[src/hdl/dmiu_regs.svh]
`ifndef DMIU_REGS_SVH
`define DMIU_REGS_SVH
// ----------------------------------------
// opcode patterns (14-bit instruction word)
// ----------------------------------------
`define DMIU_OP_STORE_F_HI   7'h01
`define DMIU_OP_LIT_ACC_HI   6'h30
`define DMIU_OP_LIT_BANK_HI  8'h01
`define DMIU_OP_LIT_LATCH_HI 7'h63
`define DMIU_OP_IND_HI       10'h001
`define DMIU_OP_OFS_HI       7'h7f
// ----------------------------------------
// field positions
// ----------------------------------------
`define DMIU_MM_LSB          0
`define DMIU_PTR_BIT         2
`define DMIU_DIR_BIT         3
`define DMIU_OFS_DIR_BIT     6
`define DMIU_OFS_PTR_BIT     6
// ----------------------------------------
// reset values
// ----------------------------------------
`define DMIU_RST_ACC         8'h00
`define DMIU_RST_BANK        6'h00
`define DMIU_RST_LATCH       7'h00
`define DMIU_RST_PTR         16'h0000
`endif

[src/hdl/dmiu_pkg.sv]
`default_nettype none
package dmiu_pkg;
   typedef enum logic [1:0] {
      DMIU_PRE_INC  = 2'h0,
      DMIU_PRE_DEC  = 2'h1,
      DMIU_POST_INC = 2'h2,
      DMIU_POST_DEC = 2'h3
   } dmiu_mode_t;
   typedef enum logic [2:0] {
      DMIU_NONE, DMIU_LIT_BANK, DMIU_LIT_LATCH, DMIU_LIT_ACC,
      DMIU_ACC_STORE, DMIU_IND_LOAD, DMIU_IND_STORE, DMIU_OFS_MOVE
   } dmiu_op_t;
endpackage : dmiu_pkg
`default_nettype wire

[src/hdl/dmiu_ptr_calc.sv]
`timescale 1ns/10ps
`default_nettype none
`include "dmiu_regs.svh"
// ----------------------------------------
// address and next pointer for one move
// ----------------------------------------
module dmiu_ptr_calc #(
   parameter int PTR_W = 16
) (
   input  wire logic [PTR_W-1:0] ptr,
   input  wire logic [1:0]       mode,
   input  wire logic             ofs_mode,
   input  wire logic [5:0]       offset,
   output logic      [PTR_W-1:0] addr,
   output logic      [PTR_W-1:0] next_ptr
);
   logic [PTR_W-1:0] step;
   logic [PTR_W-1:0] moved;
   // minus one is all ones, so one adder serves both directions
   assign step  = mode[`DMIU_MM_LSB] ? {PTR_W{1'b1}} : {{(PTR_W-1){1'b0}}, 1'b1};
   // wraps modulo the pointer range
   assign moved = ptr + step; // [RULE4]
   always_comb begin
      if (ofs_mode) begin
         // sign extend the 6-bit offset
         addr     = ptr + {{(PTR_W-6){offset[5]}}, offset}; // [RULE12] [RULE5]
         next_ptr = ptr; // [RULE13]
      end else begin
         addr     = mode[1] ? ptr : moved; // [RULE12] [RULE2]
         next_ptr = moved; // [RULE13]
      end
   end
endmodule : dmiu_ptr_calc
`default_nettype wire

[src/hdl/dmiu_core.sv]
// Function
// [RULE1] indirect moves carry a byte between accumulator and pointer-addressed memory
// [RULE2] mode 00 pre-inc, 01 pre-dec, 10 post-inc, 11 post-dec
// [RULE3] indirect port is not storage; it maps to pointer address in memory
// [RULE4] pointers are 16 bits and wrap on increment and decrement
// [RULE5] offset form takes signed offset -32..31 and pointer index 0 or 1
// [RULE6] literal-to-bank loads 6 bits into bank select, no flags touched
// [RULE7] literal-to-latch loads 7 bits into the pc high latch, no flags
// [RULE8] literal-to-accumulator loads 8 bits, one word, one cycle, no flags
// [RULE9] don't-care bits of literal-to-accumulator encoding are zero
// [RULE10] accumulator store writes file register 0..127, one cycle, no flags
// [RULE11] pointer steps never change any status flag
// [RULE12] offset address is pointer plus offset; pre-modes use updated pointer
// [RULE13] pointer ends plus or minus one; unchanged in offset mode
// [RULE14] store address joins bank select with the 7-bit file address
// [RULE15] indirect moves finish update and transfer within their one cycle
`timescale 1ns/10ps
`default_nettype none
`include "dmiu_regs.svh"
module dmiu_core #(
   parameter int PTR_W  = 16,
   parameter int NUM_PTR = 2
) (
   input  wire logic             clock,
   input  wire logic             rst,
   input  wire logic             instr_valid,
   input  wire logic [13:0]      instr,
   input  wire logic [7:0]       mem_rdata,
   output logic      [PTR_W-1:0] mem_addr,
   output logic                  mem_rd,
   output logic                  mem_wr,
   output logic      [7:0]       mem_wdata,
   output logic      [7:0]       acc,
   output logic      [5:0]       bank_select_reg,
   output logic      [6:0]       program_counter_high_latch,
   output logic      [PTR_W-1:0] indirect_pointer0,
   output logic      [PTR_W-1:0] indirect_pointer1,
   output logic                  flags_we
);
   // decode and select logic only serve two 16-bit pointers
   if (PTR_W != 16 || NUM_PTR != 2) begin : g_bad_param
      $error("dmiu_core: only 16-bit pointers, two of them");
   end
   // ----------------------------------------
   // decode
   // ----------------------------------------
   dmiu_pkg::dmiu_op_t op;
   logic [PTR_W-1:0]   ptrs [NUM_PTR];
   logic               sel;
   logic [PTR_W-1:0]   ind_addr;
   logic [PTR_W-1:0]   next_ptr;
   logic               ofs_mode;
   logic               is_load;
   always_comb begin
      op = dmiu_pkg::DMIU_NONE;
      if (instr_valid) begin
         if (instr[13:7] == `DMIU_OP_STORE_F_HI)
            op = dmiu_pkg::DMIU_ACC_STORE;
         else if (instr[13:8] == `DMIU_OP_LIT_ACC_HI)
            op = dmiu_pkg::DMIU_LIT_ACC; // [RULE9]
         else if (instr[13:6] == `DMIU_OP_LIT_BANK_HI)
            op = dmiu_pkg::DMIU_LIT_BANK;
         else if (instr[13:7] == `DMIU_OP_LIT_LATCH_HI)
            op = dmiu_pkg::DMIU_LIT_LATCH;
         else if (instr[13:4] == `DMIU_OP_IND_HI)
            op = instr[`DMIU_DIR_BIT] ? dmiu_pkg::DMIU_IND_STORE : dmiu_pkg::DMIU_IND_LOAD;
         else if (instr[13:7] == `DMIU_OP_OFS_HI)
            op = dmiu_pkg::DMIU_OFS_MOVE;
      end
   end
   assign ofs_mode = (op == dmiu_pkg::DMIU_OFS_MOVE);
   assign sel      = ofs_mode ? instr[`DMIU_OFS_PTR_BIT] : instr[`DMIU_PTR_BIT]; // [RULE1] [RULE5]
   assign is_load  = (op == dmiu_pkg::DMIU_IND_LOAD);
   dmiu_ptr_calc #(
      .PTR_W (PTR_W)
   ) u_calc (
      .ptr      (ptrs[sel]),
      .mode     (instr[`DMIU_MM_LSB+1:`DMIU_MM_LSB]),
      .ofs_mode (ofs_mode),
      .offset   (instr[5:0]),
      .addr     (ind_addr),
      .next_ptr (next_ptr)
   );
   // ----------------------------------------
   // memory port
   // ----------------------------------------
   // indirect port has no storage of its own; it resolves straight to memory
   always_comb begin
      mem_addr = '0;
      mem_rd   = 1'b0;
      mem_wr   = 1'b0;
      case (op)
         dmiu_pkg::DMIU_ACC_STORE: begin
            mem_addr = {{(PTR_W-13){1'b0}}, bank_select_reg, instr[6:0]}; // [RULE14] [RULE10]
            mem_wr   = 1'b1;
         end
         dmiu_pkg::DMIU_IND_LOAD: begin
            mem_addr = ind_addr; // [RULE3]
            mem_rd   = 1'b1;
         end
         dmiu_pkg::DMIU_IND_STORE,
         dmiu_pkg::DMIU_OFS_MOVE: begin
            mem_addr = ind_addr; // [RULE3]
            mem_wr   = 1'b1; // [RULE1]
         end
         default: begin
            mem_addr = '0;
         end
      endcase
   end
   assign mem_wdata = acc;
   // no move here ever writes status flags
   assign flags_we  = 1'b0; // [RULE11] [RULE6] [RULE7] [RULE8] [RULE10]
   // ----------------------------------------
   // accumulator
   // ----------------------------------------
   always_ff @(posedge clock or posedge rst) begin
      if (rst) begin
         acc <= `DMIU_RST_ACC;
      end else if (op == dmiu_pkg::DMIU_LIT_ACC) begin
         acc <= instr[7:0]; // [RULE8]
      end else if (is_load) begin
         acc <= mem_rdata; // [RULE1]
      end
   end
   // ----------------------------------------
   // bank select and latch
   // ----------------------------------------
   always_ff @(posedge clock or posedge rst) begin
      if (rst) begin
         bank_select_reg <= `DMIU_RST_BANK;
      end else if (op == dmiu_pkg::DMIU_LIT_BANK) begin
         bank_select_reg <= instr[5:0]; // [RULE6]
      end
   end
   always_ff @(posedge clock or posedge rst) begin
      if (rst) begin
         program_counter_high_latch <= `DMIU_RST_LATCH;
      end else if (op == dmiu_pkg::DMIU_LIT_LATCH) begin
         program_counter_high_latch <= instr[6:0]; // [RULE7]
      end
   end
   // ----------------------------------------
   // pointers
   // ----------------------------------------
   // update lands at the same edge as the transfer, so the next word sees both
   genvar g;
   generate
      for (g = 0; g < NUM_PTR; g++) begin : g_ptr
         always_ff @(posedge clock or posedge rst) begin
            if (rst) begin
               ptrs[g] <= `DMIU_RST_PTR;
            end else if ((is_load || op == dmiu_pkg::DMIU_IND_STORE) && sel == 1'(g)) begin
               ptrs[g] <= next_ptr; // [RULE13] [RULE15] [RULE4]
            end
         end
      end
   endgenerate
   assign indirect_pointer0 = ptrs[0];
   assign indirect_pointer1 = ptrs[1];
endmodule : dmiu_core
`default_nettype wire

[config.mk]
export PLATFORM = sky130hd
export DESIGN_NAME = dmiu_core
export DESIGN_NICKNAME = d
export VERILOG_FILES = /design/src/hdl/dmiu_pkg.sv /design/src/hdl/dmiu_ptr_calc.sv /design/src/hdl/dmiu_core.sv
export VERILOG_INCLUDE_DIRS = /design/src /design/src/hdl
export SDC_FILE = /design/constraint.sdc
export NUM_CORES = 1
export LEC_CHECK = 0
export ABC_CLOCK_PERIOD_IN_PS = 10200
export BUFFER_PORTS_ARGS = -buffer_cell sky130_fd_sc_hd__buf_2
export CORE_MARGIN = 4
export CORE_UTILIZATION = 30
export DETAILED_ROUTE_END_ITERATION = 16
export GPL_TIMING_DRIVEN = 0
export PLACE_DENSITY = 0.53
export SLEW_MARGIN = 20
export SYNTH_ARGS = -nofsm -noshare
export SYNTH_HDL_FRONTEND = slang
export SYNTH_SLANG_ARGS = --single-unit
export TNS_END_PERCENT = 50
[constraint.sdc]
create_clock -name clock -period 10.2 [get_ports clock]
set_input_delay 2.55 -clock clock [delete_from_list [all_inputs] [get_ports clock]]
set_output_delay 2.55 -clock clock [all_outputs]
set_load 0.01 [all_outputs]
; ---- Word level (Yosys, flattened, before mapping)
; Index checks and enable logic that the tools add are counted.
[word_totals]
reg_bits = 53
input_bits = 25
output_inout_bits = 80
elab_cells = 50
[classes]
add_sub_neg = 2
magnitude_cmp = 1
n_eq_ne = 13
muxes = 21
n_bitwise = 2
reduce_logical = 6
[op_table]
columns = cell, count
row1 = $mux W16, 7
row2 = $add A16 B16 Y16, 2
row3 = $pmux W16 S2, 1
row4 = $mux W3, 7
row5 = $mux W8, 2
row6 = $eq A7 B7 Y1 const B, 2
row7 = $eq A3 B3 Y1 const B, 4
row8 = $eq A10 B1 Y1 const B, 1
row9 = $eq A8 B1 Y1 const B, 1
row10 = $eq A7 B1 Y1 const B, 1
row11 = $eq A3 B2 Y1 const B, 2
row12 = $eq A6 B6 Y1 const B, 1
row13 = $reduce_or A3 Y1, 2
row14 = $eq A3 B1 Y1 const B, 1
row15 = $mux W1, 3
row16 = $ge A2 B2 Y1 const B, 1
row17 = $logic_and A1 B1 Y1, 2
row18 = $mux W2, 1
row19 = $not A1 Y2, 1
row20 = $reduce_bool A2 Y1, 1
row21 = $logic_or A1 B1 Y1, 1
row22 = $not A1 Y1, 1

; ---- Longest topological paths before layout
[depth]
word_depth = 18
mapped_depth = 20
ltp_nobuf = 19

; ---- Modules after synthesis
; Synthesis repeated with hierarchy kept, for this count alone.
[hier_totals]
hier_cells = 508
hier_area_um2 = 4682.0
[by_module_without_submodules]
columns = mod, instances, cells_each, area_each_um2, seq_area_each_um2
row1 = dmiu_core, 1, 240, 2852.7, 1326.3
row2 = dmiu_ptr_calc, 1, 268, 1829.3, 0.0

; ---- Worst setup path before layout
; No wires, ideal clock.
[synth_path]
kind = input to output
start = input port instr[8]
end = output port mem_addr[15]
arrival_ns = 6.812
t_required_ns = 7.650
setup_slack_ns = 0.838
cell_stages = 18
path_buffers = 1
path_cell_list = nor4_4 o2111ai_2 a2111o_1 o21ai_4 buf_2 mux2i_1 inv_1 ha_1 a21o_1 a21oi_1 o21ai_0 a221oi_1 a21oi_1 a211oi_1 a21oi_1 xnor2_1 nor2_1 a311oi_1
[synth_via]
elab_chain_len = 18
word_cells_on_any_way = 28
classes_between = add/sub (2) / eq/ne (10) / mux (14) / bitwise (1) / reduce/logical (1)
[synth_lines]
columns = element, line
row1 = "start, declared", dmiu_core.sv:27  ; input wire logic [13:0] instr,
row2 = $eq A7 B7 Y1 (no source line), n/a
row3 = $mux W3, dmiu_core.sv:67  ; else if (instr[13:7] == `DMIU_OP_OFS_HI)
row4 = $mux W3, dmiu_core.sv:65  ; else if (instr[13:4] == `DMIU_OP_IND_HI)
row5 = $mux W3, dmiu_core.sv:63  ; else if (instr[13:7] == `DMIU_OP_LIT_LATCH_HI)
row6 = $mux W3, dmiu_core.sv:61  ; else if (instr[13:6] == `DMIU_OP_LIT_BANK_HI)
row7 = $mux W3, dmiu_core.sv:59  ; else if (instr[13:8] == `DMIU_OP_LIT_ACC_HI)
row8 = $mux W3 (*), dmiu_core.sv:57  ; if (instr[13:7] == `DMIU_OP_STORE_F_HI)
row9 = $mux W3 (*), dmiu_core.sv:56  ; if (instr_valid) begin
row10 = $eq A3 B3 Y1, "dmiu_core.sv:71, dmiu_core.sv:92"
row11 = $mux W1, dmiu_core.sv:72  ; assign sel = ofs_mode ? instr[`DMIU_OFS_PTR_BIT] : instr[`DMIU_PTR_BIT];
row12 = $not A1 Y2 (not written as such), dmiu_core.sv:77  ; .ptr (ptrs[sel]),
row13 = $mux W16 (not written as such) (3 in series), dmiu_core.sv:77
row14 = $add A16 B16 Y16, dmiu_ptr_calc.sv:22  ; assign moved = ptr + step;
row15 = $mux W16, dmiu_ptr_calc.sv:29  ; addr = mode[1] ? ptr : moved;
row16 = $mux W16, dmiu_ptr_calc.sv:24  ; if (ofs_mode) begin
row17 = $pmux W16 S2 (*), dmiu_core.sv:92  ; case (op)
row18 = "end, declared", dmiu_core.sv:29  ; output logic [PTR_W-1:0] mem_addr,
; Every way passes the cells marked *; elsewhere a longest branch is shown, timed or not. The select of a mux whose other input is x is not followed.

; ---- Final worst setup path
[layout_path]
start = input port instr[11]
end = output port mem_addr[15]
; The elaborated chain is that of the path after synthesis.

==> results.md <==
* R2r setup slk at 6970 ps
* WHS at 508 ps
* Routed Antenna Nets at 0
* Warnings, synthesis at 0
* Mapped Nets at 590
* Max-cap viol count at 0
* Post-synth cell types at 59
* Boundary Pins at 105
* Critical path capture point type: output pin
* Number of antenna violations at the first check in global routing at 0
* Most frequent cells after synthesis: 70 x nand2_1, 53 x dfrtp_1, 52 x a21oi_1
* Drt first-iter violations at 316
* Sequential-to-total area share from yosys stat at 29.8%
* Die area at 16900 um2
* Largest net degree at the start of global routing at 54
* Clk Latency, worst-skew pair at 310 ps
* Share of cells above drive strength 1 at 25.6%
* Critical path class: in -> out
* RePlAce Congestion at 0.915
* Crit path arrival time at 7380 ps
* Routed via count at 4404
* Placed Instance Area at 5200 um2
* Global-route wire length before repair at 23000 um
* Fin area at 5460 um2
* Avg Inst Size Synth at 8.36 um2
* Post-detail-place hpwl at 11800 um
* Largest area contributor in the netlist: dfrtp_1
* Cells after Synth at 533
* Worst Max-Slew Pin Slew at 908 ps
* Yosys reg bits at 53
* Power density over the cells at 134 nW/um2
* Worst setup margin at 267 ps
* Dpl cells at 819
* CTS tree: built
* CTS hold repair buffers at 0
* Post-place setup slack at -570 ps
* Dominant synthesized flop cell: dfrtp_1
* TritonCTS Buffers at 5
* N_diodes at 0
* Wirelength per Cell at 18.3 um
* Site Rows at 44
* DR DRC count at 0
* Async S/R FF share, synth at 100%
* Most frequent cell after synthesis: nand2_1
* Tot GR Track Use at 17.7%
* Crit path launch type: input pin
* Tmin final at 9930 ps
* Fin cells at 833
* Fin crit share at 97.4%
* Mapped cell area at 4450 um2
* Die X at 130 um
* Endpoints failing setup at 0
* Worst slew margin relative to its limit at 39.0%
* Synth top area cells: dfrtp_1 30%, ha_1 8.4%, nand2_1 5.9%
* Drt first pass iters at 5
* Max Clk Rate at 101 MHz
* Fin Clk Skew at 5.51 ps
* Initial Util at 30.6%
* PortBufs at 102
* Clock transition at the registers of the reported paths at 70 ps
* Wirelength, routed at 15200 um
* Area of the core at 14500 um2
* Via/cell ratio at 5.29
* Status: complete, no violations
* H-tree depth at 2
* Final slew viol count at 0
* Clk root buf: clkbuf_16
* EDFF count, synth at 0
* Final hold viol count at 0
* Area share of the largest cell type after synthesis at 29.8%
* Req. time, crit path at 7650 ps
* Die height at 130 um
* Layout area overhead at 22.6%
* CP Max Fanout at 10
* # nets final at 705
* Setup TNS at 0 ps
* Remaining Overflow, GRT at 0
* Worst hold path class: reg -> reg
* Vias in the first global route at 4246
* Unrepaired setup endpoints after global routing: no
* Static Leakage at 2.92 nW
* Sink Count at 53
* Max Root-Sink Buffers at 2
* VDD IR max at 0.0000624 V
## per-layer routing
layer  up-vias  part of all wire [%]  global-route usage [%]
li1       2140                     -                       -
met1      2071                    46                    24.0
met2       170                    44                    28.2
met3        23                   7.9                    4.13
met4         0                   2.2                    5.20
met5         -                     0                       0
## timing repair
item,4_1_cts,5_1_grt
gates resized for setup,6,3
pin swaps,0,2
endpoints found under the setup margin,2,4
hold endpoints to repair,0,0
buffers inserted,0,6
## worst paths after layout
path                                          startpoint                       endpoint  depth (start not counted)
min reg2reg                program_counter_high_latch[4]  program_counter_high_latch[4]                          1
min in group asynchronous                            rst                         acc[7]                          2
max                                            instr[11]                   mem_addr[15]                         20
max in group asynchronous                            rst          indirect_pointer0[12]                          2
max reg2reg                         indirect_pointer1[6]          indirect_pointer1[13]                         13
min                        program_counter_high_latch[4]  program_counter_high_latch[4]                          1
## stage by stage
step | utilization, % | power, mW
2_1_floorplan | - | 0.437
3_3_place_gp | 35.7 | 0.525
3_5_place_dp | 35.8 | 0.530
4_1_cts | 37.1 | 0.736
5_1_grt | 37.6 | 0.778
6_report | 37.6 | 0.732
## cell type report
class,instances,area [um2]
Buffer,27,144
Clock buffer,5,125
Clock inverter,3,46.3
Fill cell,1526,9070
Inverter,19,73.8
Multi-Input combinational cell,434,2960
Sequential cell,53,1330
Tap cell,184,230
Timing Repair Buffer,108,556
## kinds of logic after synthesis
| family | share of synthesized area (%) |
|---|---|
| AO/OA/AOI/OAI | 22.3 |
| XOR/XNOR | 5.31 |
| adder cells (fa/ha/maj) | 9.33 |
| buffers and inverters | 4.69 |
| flip-flops | 29.8 |
| multiplexers | 11.0 |
| other | 0.0842 |
| AND/OR/NAND/NOR | 17.6 |
## worst max-delay path, stage by stage
cell	delay (ps)
buf_2	130
nor4_4	400
o2111ai_2	250
a2111o_1	500
o21ai_4	140
buf_6	220
mux2i_4	330
inv_1	110
ha_1	290
a21o_1	200
a21oi_2	180
o21ai_0	160
a221oi_2	400
a21oi_1	180
a211oi_2	290
a21oi_1	180
xnor2_1	200
nor2_1	70
a311oi_2	370
buf_2	200
## report_power, final
group / leakage, nW / internal [mW] / switching [mW]
Combinational: 2.13 / 0.117 / 0.152
Sequential: 0.704 / 0.240 / 0.0229
Clock: 0.0800 / 0.116 / 0.0840
## layout by cell type, fill, tap and decap left out, types with 2 or more instances in the layout
| cell | n |
|---|---|
| nand4_1 | 3 |
| a32oi_1 | 2 |
| o21bai_1 | 3 |
| xor2_1 | 15 |
| o21a_1 | 5 |
| clkbuf_16 | 5 |
| ha_1 | 30 |
| nor3_1 | 13 |
| buf_4 | 15 |
| clkbuf_1 | 14 |
| fa_1 | 2 |
| and2_1 | 3 |
| a211oi_1 | 2 |
| a211oi_2 | 3 |
| a22o_1 | 3 |
| or3_1 | 6 |
| inv_1 | 17 |
| a21boi_0 | 2 |
| a21o_1 | 12 |
| o21ai_1 | 6 |
| nand2b_1 | 2 |
| a31oi_1 | 5 |
| xnor2_1 | 12 |
| a21oi_1 | 51 |
| o211ai_1 | 2 |
| o31ai_1 | 5 |
| nor2_1 | 46 |
| nor2b_1 | 5 |
| o21ai_0 | 35 |
| buf_1 | 2 |
| and3_1 | 7 |
| mux2_2 | 22 |
| a22oi_1 | 2 |
| mux2i_1 | 23 |
| dfrtp_1 | 53 |
| nand3_1 | 11 |
| nor3b_1 | 2 |
| nand2_1 | 70 |
| buf_2 | 103 |
Note: power is estimated with default switching activity, not from simulation.
